===== config.mk =====
export PLATFORM = sky130hd
export DESIGN_NAME = tmr_match_out
export DESIGN_NICKNAME = d
export VERILOG_FILES = /design/src/rtl/tmr_pkg.sv /design/src/rtl/tmr_match_out.sv
export SDC_FILE = /design/constraint.sdc
export NUM_CORES = 1
export LEC_CHECK = 0
export BUFFER_PORTS_ARGS = -buffer_cell sky130_fd_sc_hd__buf_2
export CORE_MARGIN = 5
export CORE_UTILIZATION = 47
export DETAILED_ROUTE_END_ITERATION = 12
export PLACE_DENSITY = 0.82
export SLEW_MARGIN = 40
export SYNTH_ARGS = -nofsm -noshare
export SYNTH_HDL_FRONTEND = slang
export SYNTH_SLANG_ARGS = --single-unit

===== constraint.sdc =====
create_clock -name pclk -period 2.3 [get_ports pclk]
set_input_delay 0.345 -clock pclk [delete_from_list [all_inputs] [get_ports pclk]]
set_output_delay 0.345 -clock pclk [all_outputs]
set_load 0.01 [all_outputs]

===== src/rtl/tmr_pkg.sv =====
// Constants for the interval timer with match output and source-clock select
package tmr_pkg;
	// ==========================================
	// Register byte addresses
	// Route register keeps its word index; its byte address is four times it
	localparam logic [7:0] IDX_ROUTE   = 8'h12;
	localparam logic [7:0] ADDR_ROUTE  = {IDX_ROUTE[5:0], 2'b00};
	localparam logic [7:0] ADDR_CTRL   = 8'h00;
	localparam logic [7:0] ADDR_MODULO = 8'h04;
	localparam logic [7:0] ADDR_COUNT  = 8'h08;
	localparam logic [7:0] ADDR_STAT   = 8'h0C;
	localparam logic [7:0] ADDR_IEN    = 8'h10;
	localparam logic [7:0] ADDR_ICLR   = 8'h14;
	localparam logic [7:0] ADDR_PORT   = 8'h18;
	// ==========================================
	// Field positions
	localparam int BIT_ROUTE_SEL = 0;
	localparam int BIT_EN        = 0;
	localparam int BIT_CLR       = 1;
	localparam int BIT_CKLO      = 2;
	localparam int BIT_CKHI      = 3;
	localparam int BIT_ST_MATCH  = 0;
	localparam int BIT_ST_EXT    = 1;
	localparam int BIT_PORT_DATA = 0;
	localparam int BIT_PORT_DIR  = 1;
	// ==========================================
	// Reset values and divisions
	localparam logic [3:0]  ROUTE_RST  = 4'h0;
	localparam logic [3:0]  CTRL_RST   = 4'h0;
	localparam logic [7:0]  MODULO_RST = 8'hFF;
	localparam logic [10:0] DIV_256    = 11'd255;
	localparam logic [10:0] DIV_32     = 11'd31;
	localparam logic [10:0] DIV_2048   = 11'd2047;
	localparam logic [31:0] ZERO_WORD  = 32'h0000_0000;
	typedef enum logic [1:0] {
		CK_DIV256 = 2'b00,
		CK_DIV32  = 2'b01,
		CK_DIV2K  = 2'b10,
		CK_EXT    = 2'b11
	} clk_sel_t;
endpackage : tmr_pkg


===== src/rtl/tmr_match_out.sv =====
// Interval timer core with match output routing and APB registers
//
// Implementation choice: the APB slave port.
`timescale 1ns/1ps
module tmr_match_out (
	// Clock and reset
	input  wire logic        pclk,
	input  wire logic        presetn,
	// APB slave
	input  wire logic        psel,
	input  wire logic        penable,
	input  wire logic        pwrite,
	input  wire logic [7:0]  paddr,
	input  wire logic [31:0] pwdata,
	output logic      [31:0] prdata,
	output logic             pready,
	output logic             pslverr,
	// Pins
	input  wire logic        ext_int_pin,
	input  wire logic        shared_port_pin_in,
	output logic             shared_port_pin_out,
	output logic             shared_port_pin_oe,
	// Interrupt
	output logic             irq
);
	import tmr_pkg::*;

	// ==========================================
	// Bus decode
	logic wr_en;
	logic hit;
	logic wr_route;
	logic wr_ctrl;
	logic wr_modulo;
	logic wr_ien;
	logic wr_iclr;
	logic wr_port;
	assign wr_en   = psel && penable && pwrite;
	// Zero wait states: every access completes in its first access cycle
	assign pready  = 1'b1;
	always_comb begin
		case (paddr)
			ADDR_ROUTE:  hit = 1'b1;
			ADDR_CTRL:   hit = 1'b1;
			ADDR_MODULO: hit = 1'b1;
			ADDR_COUNT:  hit = 1'b1;
			ADDR_STAT:   hit = 1'b1;
			ADDR_IEN:    hit = 1'b1;
			ADDR_ICLR:   hit = 1'b1;
			ADDR_PORT:   hit = 1'b1;
			default:     hit = 1'b0;
		endcase
	end
	assign pslverr = psel && penable && !hit;
	// Writes to unmapped addresses fall through every strobe below
	assign wr_route  = wr_en && (paddr == ADDR_ROUTE);
	assign wr_ctrl   = wr_en && (paddr == ADDR_CTRL);
	assign wr_modulo = wr_en && (paddr == ADDR_MODULO);
	assign wr_ien    = wr_en && (paddr == ADDR_IEN);
	assign wr_iclr   = wr_en && (paddr == ADDR_ICLR);
	assign wr_port   = wr_en && (paddr == ADDR_PORT);

	// ==========================================
	// Pin synchronisers
	logic [1:0] ext_sync_ff;
	logic [1:0] pin_sync_ff;
	logic       ext_prev_ff;
	logic       ext_fall;
	// Stages reset to the idle high level so no false edge follows reset
	always_ff @(posedge pclk or negedge presetn) begin
		if (!presetn) begin
			ext_sync_ff <= 2'b11;
		end else begin
			ext_sync_ff <= {ext_sync_ff[0], ext_int_pin};
		end
	end

	always_ff @(posedge pclk or negedge presetn) begin
		if (!presetn) begin
			pin_sync_ff <= 2'b11;
		end else begin
			pin_sync_ff <= {pin_sync_ff[0], shared_port_pin_in};
		end
	end

	// Edge detector reads only the settled second stage
	always_ff @(posedge pclk or negedge presetn) begin
		if (!presetn) begin
			ext_prev_ff <= 1'b1;
		end else begin
			ext_prev_ff <= ext_sync_ff[1];
		end
	end
	assign ext_fall = ext_prev_ff && !ext_sync_ff[1];

	// ==========================================
	// Registers
	logic       route_sel_ff;
	logic       count_enable_bit_ff;
	logic [1:0] clk_sel_ff;
	logic [7:0] modulo_value_reg_ff;
	logic       port_data_ff;
	logic       port_dir_bit_ff;
	logic [1:0] irq_en_ff;
	logic       clr_wr;
	// Clear is a strobe, never stored, so it reads back as 0
	assign clr_wr = wr_ctrl && pwdata[BIT_CLR];

	// Only bit 0 is stored; bits 3..1 read back as 0
	always_ff @(posedge pclk or negedge presetn) begin
		if (!presetn) begin
			route_sel_ff <= ROUTE_RST[BIT_ROUTE_SEL];
		end else if (wr_route) begin
			route_sel_ff <= pwdata[BIT_ROUTE_SEL];
		end
	end

	always_ff @(posedge pclk or negedge presetn) begin
		if (!presetn) begin
			count_enable_bit_ff <= CTRL_RST[BIT_EN];
		end else if (wr_ctrl) begin
			count_enable_bit_ff <= pwdata[BIT_EN];
		end
	end

	always_ff @(posedge pclk or negedge presetn) begin
		if (!presetn) begin
			clk_sel_ff <= CTRL_RST[BIT_CKHI:BIT_CKLO];
		end else if (wr_ctrl) begin
			clk_sel_ff <= pwdata[BIT_CKHI:BIT_CKLO];
		end
	end

	// Modulo is write-only; a zero value parks the counter
	always_ff @(posedge pclk or negedge presetn) begin
		if (!presetn) begin
			modulo_value_reg_ff <= MODULO_RST;
		end else if (wr_modulo) begin
			modulo_value_reg_ff <= pwdata[7:0];
		end
	end

	// Port defaults to a released input with a high latch
	always_ff @(posedge pclk or negedge presetn) begin
		if (!presetn) begin
			port_data_ff <= 1'b1;
		end else if (wr_port) begin
			port_data_ff <= pwdata[BIT_PORT_DATA];
		end
	end

	always_ff @(posedge pclk or negedge presetn) begin
		if (!presetn) begin
			port_dir_bit_ff <= 1'b0;
		end else if (wr_port) begin
			port_dir_bit_ff <= pwdata[BIT_PORT_DIR];
		end
	end

	// Enable mask shares the status layout
	always_ff @(posedge pclk or negedge presetn) begin
		if (!presetn) begin
			irq_en_ff <= 2'b00;
		end else if (wr_ien) begin
			irq_en_ff <= pwdata[1:0];
		end
	end

	// ==========================================
	// Prescaler: never cleared by the clear bit, so first period may be short
	logic [10:0] pre_ff;
	logic [10:0] div_max;
	logic        cnt_pulse;
	always_comb begin
		case (clk_sel_t'(clk_sel_ff))
			CK_DIV256: div_max = DIV_256;
			CK_DIV32:  div_max = DIV_32;
			CK_DIV2K:  div_max = DIV_2048;
			default:   div_max = DIV_256;
		endcase
	end

	// Wrap test uses >= so a shorter division chosen mid-period wraps at once
	always_ff @(posedge pclk or negedge presetn) begin
		if (!presetn) begin
			pre_ff <= '0;
		end else if (pre_ff >= div_max) begin
			pre_ff <= '0;
		end else begin
			pre_ff <= pre_ff + 11'd1;
		end
	end

	// External edges bypass the prescaler entirely
	always_comb begin
		case (clk_sel_t'(clk_sel_ff))
			CK_EXT:  cnt_pulse = ext_fall;
			default: cnt_pulse = (pre_ff >= div_max);
		endcase
	end

	// ==========================================
	// Count register, held during a read with one deferred pulse
	logic [7:0] count_value_reg_ff;
	logic       pend_ff;
	logic       read_now;
	logic       step;
	logic       match;
	// Freeze spans setup and access so the snapshot equals the held value
	assign read_now = psel && !pwrite && (paddr == ADDR_COUNT);
	assign step     = count_enable_bit_ff && !read_now && (cnt_pulse || pend_ff);
	assign match    = step && (count_value_reg_ff == modulo_value_reg_ff)
		&& (modulo_value_reg_ff != 8'h00);

	// Only one pulse is remembered; a second one in the same read is lost
	always_ff @(posedge pclk or negedge presetn) begin
		if (!presetn) begin
			pend_ff <= 1'b0;
		end else if (clr_wr) begin
			pend_ff <= 1'b0;
		end else if (read_now && count_enable_bit_ff && cnt_pulse) begin
			pend_ff <= 1'b1;
		end else if (step) begin
			pend_ff <= 1'b0;
		end
	end

	// Wrap to zero on match gives one match every N+1 pulses
	always_ff @(posedge pclk or negedge presetn) begin
		if (!presetn) begin
			count_value_reg_ff <= 8'h00;
		end else if (clr_wr) begin
			count_value_reg_ff <= 8'h00;
		end else if (match) begin
			count_value_reg_ff <= 8'h00;
		end else if (step && modulo_value_reg_ff != 8'h00) begin
			count_value_reg_ff <= count_value_reg_ff + 8'h01;
		end
	end

	// ==========================================
	// Match output flip-flop
	logic match_ff;
	// Toggles only on a counted match, so a disabled timer holds its level
	always_ff @(posedge pclk or negedge presetn) begin
		if (!presetn) begin
			match_ff <= 1'b0;
		end else if (clr_wr) begin
			match_ff <= 1'b0;
		end else if (match) begin
			match_ff <= !match_ff;
		end
	end

	// ==========================================
	// Sticky status, set wins over an ICLR clear; a count clear beats a match
	logic [1:0] status_ff;
	logic [1:0] set_ev;
	logic [1:0] clr_mask;
	assign set_ev   = {ext_fall, match};
	assign clr_mask = wr_iclr ? pwdata[1:0] : 2'b00;
	// Count clear also drops the match flag; the edge flag is kept
	always_ff @(posedge pclk or negedge presetn) begin
		if (!presetn) begin
			status_ff <= 2'b00;
		end else if (clr_wr) begin
			status_ff <= {status_ff[BIT_ST_EXT] | set_ev[BIT_ST_EXT], 1'b0};
		end else begin
			status_ff <= (status_ff & ~clr_mask) | set_ev;
		end
	end

	// Level output, high while any enabled flag stands
	assign irq = |(status_ff & irq_en_ff);

	// ==========================================
	// Shared pin: open-drain, route ignores direction bit
	logic pin_level;
	// Released level stands for the port's own high output
	always_comb begin
		if (route_sel_ff) begin
			pin_level = match_ff;
		end else if (port_dir_bit_ff) begin
			pin_level = port_data_ff;
		end else begin
			pin_level = 1'b1;
		end
	end
	assign shared_port_pin_out = 1'b0;
	assign shared_port_pin_oe  = !pin_level;

	// ==========================================
	// Read data
	// Loaded in setup so the word stands through the access phase
	always_ff @(posedge pclk or negedge presetn) begin
		if (!presetn) prdata <= ZERO_WORD;
		else if (psel && !penable && !pwrite) begin
			case (paddr)
				ADDR_ROUTE: prdata <= {31'd0, route_sel_ff};
				ADDR_CTRL:  prdata <= {28'd0, clk_sel_ff, 1'b0, count_enable_bit_ff};
				ADDR_COUNT: prdata <= {24'd0, count_value_reg_ff};
				ADDR_MODULO: prdata <= ZERO_WORD;
				ADDR_ICLR:  prdata <= ZERO_WORD;
				ADDR_STAT:  prdata <= {30'd0, status_ff};
				ADDR_IEN:   prdata <= {30'd0, irq_en_ff};
				ADDR_PORT:  prdata <= {29'd0, pin_sync_ff[1], port_dir_bit_ff, port_data_ff};
				default:    prdata <= ZERO_WORD;
			endcase
		end
	end
endmodule : tmr_match_out


---- Word-level counts from Yosys, hierarchy flattened ----
Cells that the tools add are included.
word-level totals
  register bits ........................... 76
operators by class
  add/sub/neg operators ................... 2
  $lt $le $gt $ge ......................... 1
  equality and inequality tests ........... 11
  multiplexer cells ....................... 17
  bitwise operators ....................... 5
  reductions and logical operators ........ 37
operators by type and width
  kind                     number
  $pmux W8 S6              1
  $eq A8 B5 Y1 const B     3
  $mux W8                  3
  $logic_and A1 B1 Y1      22
  $pmux W11 S2             1
  $eq A8 B4 Y1 const B     2
  $add A11 B1 Y11 const B  1
  $ge A11 B11 Y1           1
  $mux W11                 1
  $mux W1                  9
  $add A8 B1 Y8 const B    1
  $eq A8 B3 Y1 const B     1
  $eq A8 B7 Y1 const B     1
  $eq A8 B8 Y1             1
  $logic_not A8 Y1         1
  $reduce_bool A8 Y1       1
  $reduce_or A8 Y1         1
  $logic_not A1 Y1         7
  $reduce_bool A3 Y1       2
  $and A2 B2 Y2            2
  $eq A2 B2 Y1 const B     2
  $mux W2                  2
  $eq A2 B1 Y1 const B     1
  $not A2 Y2               1
  5 further kinds          5

---- Longest topological paths before layout ----
  depth in word-level cells ............... 10
  gate-level depth with buffers ........... 10
  gate-level depth less buffers ........... 9

---- Worst setup path after synthesis ----
No wires, ideal clock.
  kind .................................... reg-to-reg
  start point ............................. reg clk_sel_ff[0]
  end point ............................... reg status_ff[0]
  setup time .............................. 119 ps
  data arrival time ....................... 2106 ps
  data required time ...................... 2181 ps
  slack ................................... 76 ps
  cell stages (with the launch flop) ...... 11
  path buffers ............................ 1
  path through ............................ dfrtp_1 inv_1 nand2_1 ha_1 a211o_1 a221oi_1 a21oi_2 o21ai_2 buf_6 nor2_1 o21a_1
between the ends
  cells in the longest elaborated chain, start to end .. 10
  elaborated cells on any way between the ends .. 12
ends and longest elaborated chain
  what                                          RTL line              source
  from (decl)                                   tmr_match_out.sv:100  logic [1:0] clk_sel_ff;
  from (signal assigned)                        tmr_match_out.sv:128  clk_sel_ff <= CTRL_RST[BIT_CKHI:BIT_CKLO];
  from (signal assigned)                        tmr_match_out.sv:130  clk_sel_ff <= pwdata[BIT_CKHI:BIT_CKLO];
  $eq A2 B2 Y1 or $eq A2 B1 Y1 (tied branches)  tmr_match_out.sv:175  case (clk_sel_t'(clk_sel_ff))
  $pmux W11 S2                                  tmr_match_out.sv:175
  $ge A11 B11 Y1                                tmr_match_out.sv:198  default: cnt_pulse = (pre_ff >= div_max);
  $mux W1 (*)                                   tmr_match_out.sv:196  case (clk_sel_t'(clk_sel_ff))
  $logic_or A1 B1 Y1 (*)                        tmr_match_out.sv:211  assign step = count_enable_bit_ff && !read_now && (cnt_pulse || pend_ff);
  $logic_and A1 B1 Y1 (*)                       tmr_match_out.sv:211
  $logic_and A1 B1 Y1 (*)                       tmr_match_out.sv:212  assign match = step && (count_value_reg_ff == modulo_value_reg_ff)
  $logic_and A1 B1 Y1 (*)                       tmr_match_out.sv:213  && (modulo_value_reg_ff != 8'h00);
  $or A2 B2 Y2 (*)                              tmr_match_out.sv:269  status_ff <= (status_ff & ~clr_mask) | set_ev;
  $mux W2 (*)                                   tmr_match_out.sv:266  end else if (clr_wr) begin
  to (signal assigned)                          tmr_match_out.sv:267  status_ff <= {status_ff[BIT_ST_EXT] | set_ev[BIT_ST_EXT], 1'b0};
  to (signal assigned)                          tmr_match_out.sv:269
  to (decl)                                     tmr_match_out.sv:257  logic [1:0] status_ff;
Mark *: on every way between the ends. The rest lies on a longest branch, timed or not.
A chain may end at the register's enable or synchronous reset.

---- Worst setup path in the final report ----
  start point ............................. reg clk_sel_ff[0]
  end point ............................... reg match_ff
between the ends
  cells in the longest elaborated chain, start to end .. 9
  elaborated cells on any way between the ends .. 11
ends and longest elaborated chain
  what                                          RTL line              source
  $eq A2 B2 Y1 or $eq A2 B1 Y1 (tied branches)  tmr_match_out.sv:175
  $pmux W11 S2                                  tmr_match_out.sv:175
  $ge A11 B11 Y1                                tmr_match_out.sv:198
  $mux W1 (*)                                   tmr_match_out.sv:196
  $logic_or A1 B1 Y1 (*)                        tmr_match_out.sv:211
  $logic_and A1 B1 Y1 (*)                       tmr_match_out.sv:211
  $logic_and A1 B1 Y1 (*)                       tmr_match_out.sv:212
  $logic_and A1 B1 Y1 (*)                       tmr_match_out.sv:213
  $reduce_bool A2 Y1 (no line) (*)              n/a
  to (signal assigned)                          tmr_match_out.sv:251  match_ff <= !match_ff;
  to (decl)                                     tmr_match_out.sv:243  logic match_ff;
Marked as above.

==> metrics <==
grt met1 use 20.1%; synth unique cells 60; worst slew pin tran 0.607 ns; Reg clk slew, reported paths approximately 0.090 ns; final net count 409; Post-synth EDFFs 0; initial antenna violation count 0; I/O Buffers 33; GP Congestion 0.901; final worst-path cycle share 101%; htree depth 2; HP Class input port to async pin; CTS root buffer clkbuf_8; CTS tree done; CP Class register to register; Horiz. Die Dim ~90 um; Worst Setup End Kind register; Via Count 2,341; critical path depth 12; VDD IR max about 0.31 mV; n_diodes 0; Worst Skew 0.00356 ns; Slew headroom around three fifths; cell area power density 473 mW/mm^2; First-pass DRT Iterations 4; share of layout cells above drive strength 1 36.2%; max-cap check violation count 0; first-pass GRT wire length approximately 11,000 um; met2 Use GR a little under a third; Final ANT Viol Nets 0; die area 0.00806 mm^2; DR vias/cell 5.41; RSZ-0062 raised after global routing yes; Post-synth top cells dfrtp_1 (38), nor2_1 (32), buf_4 (26); WP buf/inv 4; leakage dissipation 1.58 nW; CP Launch Type register; Post-Route Setup TNS -0.0232 ns; total CTS buffers 5; post-synth top area share 31.8%; placed cells 419; outcome finished, violations left; vias in the first global route 2,392; Ys Warns 0; final hold vios 0; detailed placement HPWL around 4900 um; # setup viols final 2; Async SR Flop Fraction 100%; worst-path fanout max 3; met3 usage 4.17%; grt total ovfl 0; max incr delay on CP 0.42 ns; number of DRC markers in iteration 0 170; WL final ~6700 um; CTS max path bufs 2; gr busiest metal met2; fmax 432 MHz; failing checks setup timing; Required @ worst endpoint 2.51 ns; Initial Util 47.6%; # hold bufs at CTS 0; Area Growth Syn to Fin 19.1%; core area 0.00628 mm^2; Worst Reg-to-Reg Cells 12; slowest cell on the critical path dfrtp_1; Synth Area per Inst 10.1 um^2; die height 89.8 um; cells after synthesis 297; # rows 29; top-level port count 84; minimum clock period between 2 and 2.5 ns; Seq/Total Area, Yosys between 40 and 50%; number of synthesized register bits 52; largest net degree at the start of global routing 28; largest cells by area after synthesis dfrtp_1 (32%), dfstp_2 (12%), buf_4 (6.5%), mux2_2 (6.4%), nor2_1 (4.0%); number of remaining DRC errors 0; clk_lat worst skew 0.31 ns; crit-path cells inv_2, nand2_4, ha_4, and4_4, buf_6, nand2_2, o221ai_4, buf_6, o21ai_2, buf_4, o21a_1, o21a_1; Max Transition Viols Final 0; top_reg_cell synth dfrtp_1; WP data arrival 2.52 ns; filler-free cell count of the finished design 433; Clock Sink Count 52; WL/cell 15.5 um; top-count cell post-synth dfrtp_1; Post-Syn Area 0.00299 mm^2; GRT Total Usage 16.9%; Worst Slack Setup Final -0.0138 ns; family with the most delay on the worst path compound AO/OA/AOI/OAI gates; largest area contributor in the synthesized netlist dfrtp_1
## cell usage in the layout (no fill, tap or decap), types with 4 or more instances in the layout
cell type / count
a21oi_1: 12
and3_1: 6
buf_2: 33
buf_4: 21
buf_6: 4
clkbuf_8: 7
conb_1: 26
dfrtp_1: 37
dfstp_2: 14
ha_4: 4
inv_1: 7
mux2_2: 17
nand2_1: 14
nand3_1: 15
nand4_1: 4
nor2_1: 32
o21a_1: 4
o21ai_0: 8
xnor2_1: 12
xor2_1: 5
## state kept, by name, indices dropped and copies added, names as in the netlist
name                 count
pre_ff                  11
clk_sel_ff               2
port_dir_bit_ff          1
modulo_value_reg_ff      8
status_ff                2
count_value_reg_ff       8
ext_prev_ff              1
irq_en_ff                2
prdata                   8
count_enable_bit_ff      1
pin_sync_ff              2
ext_sync_ff              2
route_sel_ff             1
pend_ff                  1
match_ff                 1
port_data_ff             1
## layer usage
metal / up-vias / wire length, um
li1: 1112 / -
met1: 1149 / 2650
met2: 73 / 3630
met3: 7 / 368
met4: 0 / 51
met5: - / 0
## through the flow
stage                     util (%)  power, mW  area, um^2  worst slack [ns]  hold slack (ns)
final                         56.7       1.68        3560           -0.0138           0.0367
after floorplan                  -       1.08        3080            0.0755           0.0494
after CTS                     55.9       1.69        3510           -0.0121           0.0407
after global routing          56.7       1.75        3560            -0.109           0.0758
after detailed placement      51.9       1.12        3260            -0.195            0.351
after global placement        51.9       1.12        3260           -0.0591            0.346
## layout make-up
cell class,count,area [um^2]
fill,541,2720
multi-input combinational,230,1650
sequential,52,1320
timing repair buffer,58,368
clock buffer,8,100
tap,77,96.3
inverter,8,30.0
## timing repair
| action | 4_1_cts | 5_1_grt |
|---|---|---|
| setup buffers | 5 | 2 |
| gates resized for setup | 18 | 9 |
| pin swaps | 8 | 6 |
| endpoints found under the setup margin | 9 | 9 |
## path summary, 6_finish.rpt
kind | startpoint | end | slack [ns]
setup / recovery | clk_sel_ff[0] | match_ff | -0.01
hold / removal | presetn | pre_ff[0] | 0.04
max in group asynchronous | presetn | ext_sync_ff[1] | 1.60
setup reg to reg | clk_sel_ff[0] | match_ff | -0.01
min in group pclk | ext_int_pin | ext_sync_ff[0] | 0.12
hold reg to reg | pin_sync_ff[0] | pin_sync_ff[1] | 0.36
## logic make-up (layout without fill, tap and decap cells)
| group | Yosys count | in the layout | synth area share (%) |
|---|---|---|---|
| AOI/OAI and AO/OA | 51 | 51 | 11.8 |
| xor gates and xnor gates | 17 | 17 | 4.98 |
| adders and majority gates | 7 | 7 | 2.93 |
| buffers and inverters | 39 | 74 | 8.58 |
| DFF | 52 | 52 | 44.1 |
| muxes | 19 | 19 | 7.07 |
| other | 2 | 26 | 0.251 |
| and+or+nand+nor | 110 | 110 | 20.3 |
## power by group
part,leakage [nW],switching [mW],total (mW),internal (mW)
Sequential,0.647,0.0119,0.952,0.940
Clock,0.0515,0.297,0.572,0.275
Combinational,0.884,0.103,0.159,0.0570
Total,1.58,0.412,1.68,1.27
No activity file was read; power rests on OpenSTA's default activity.
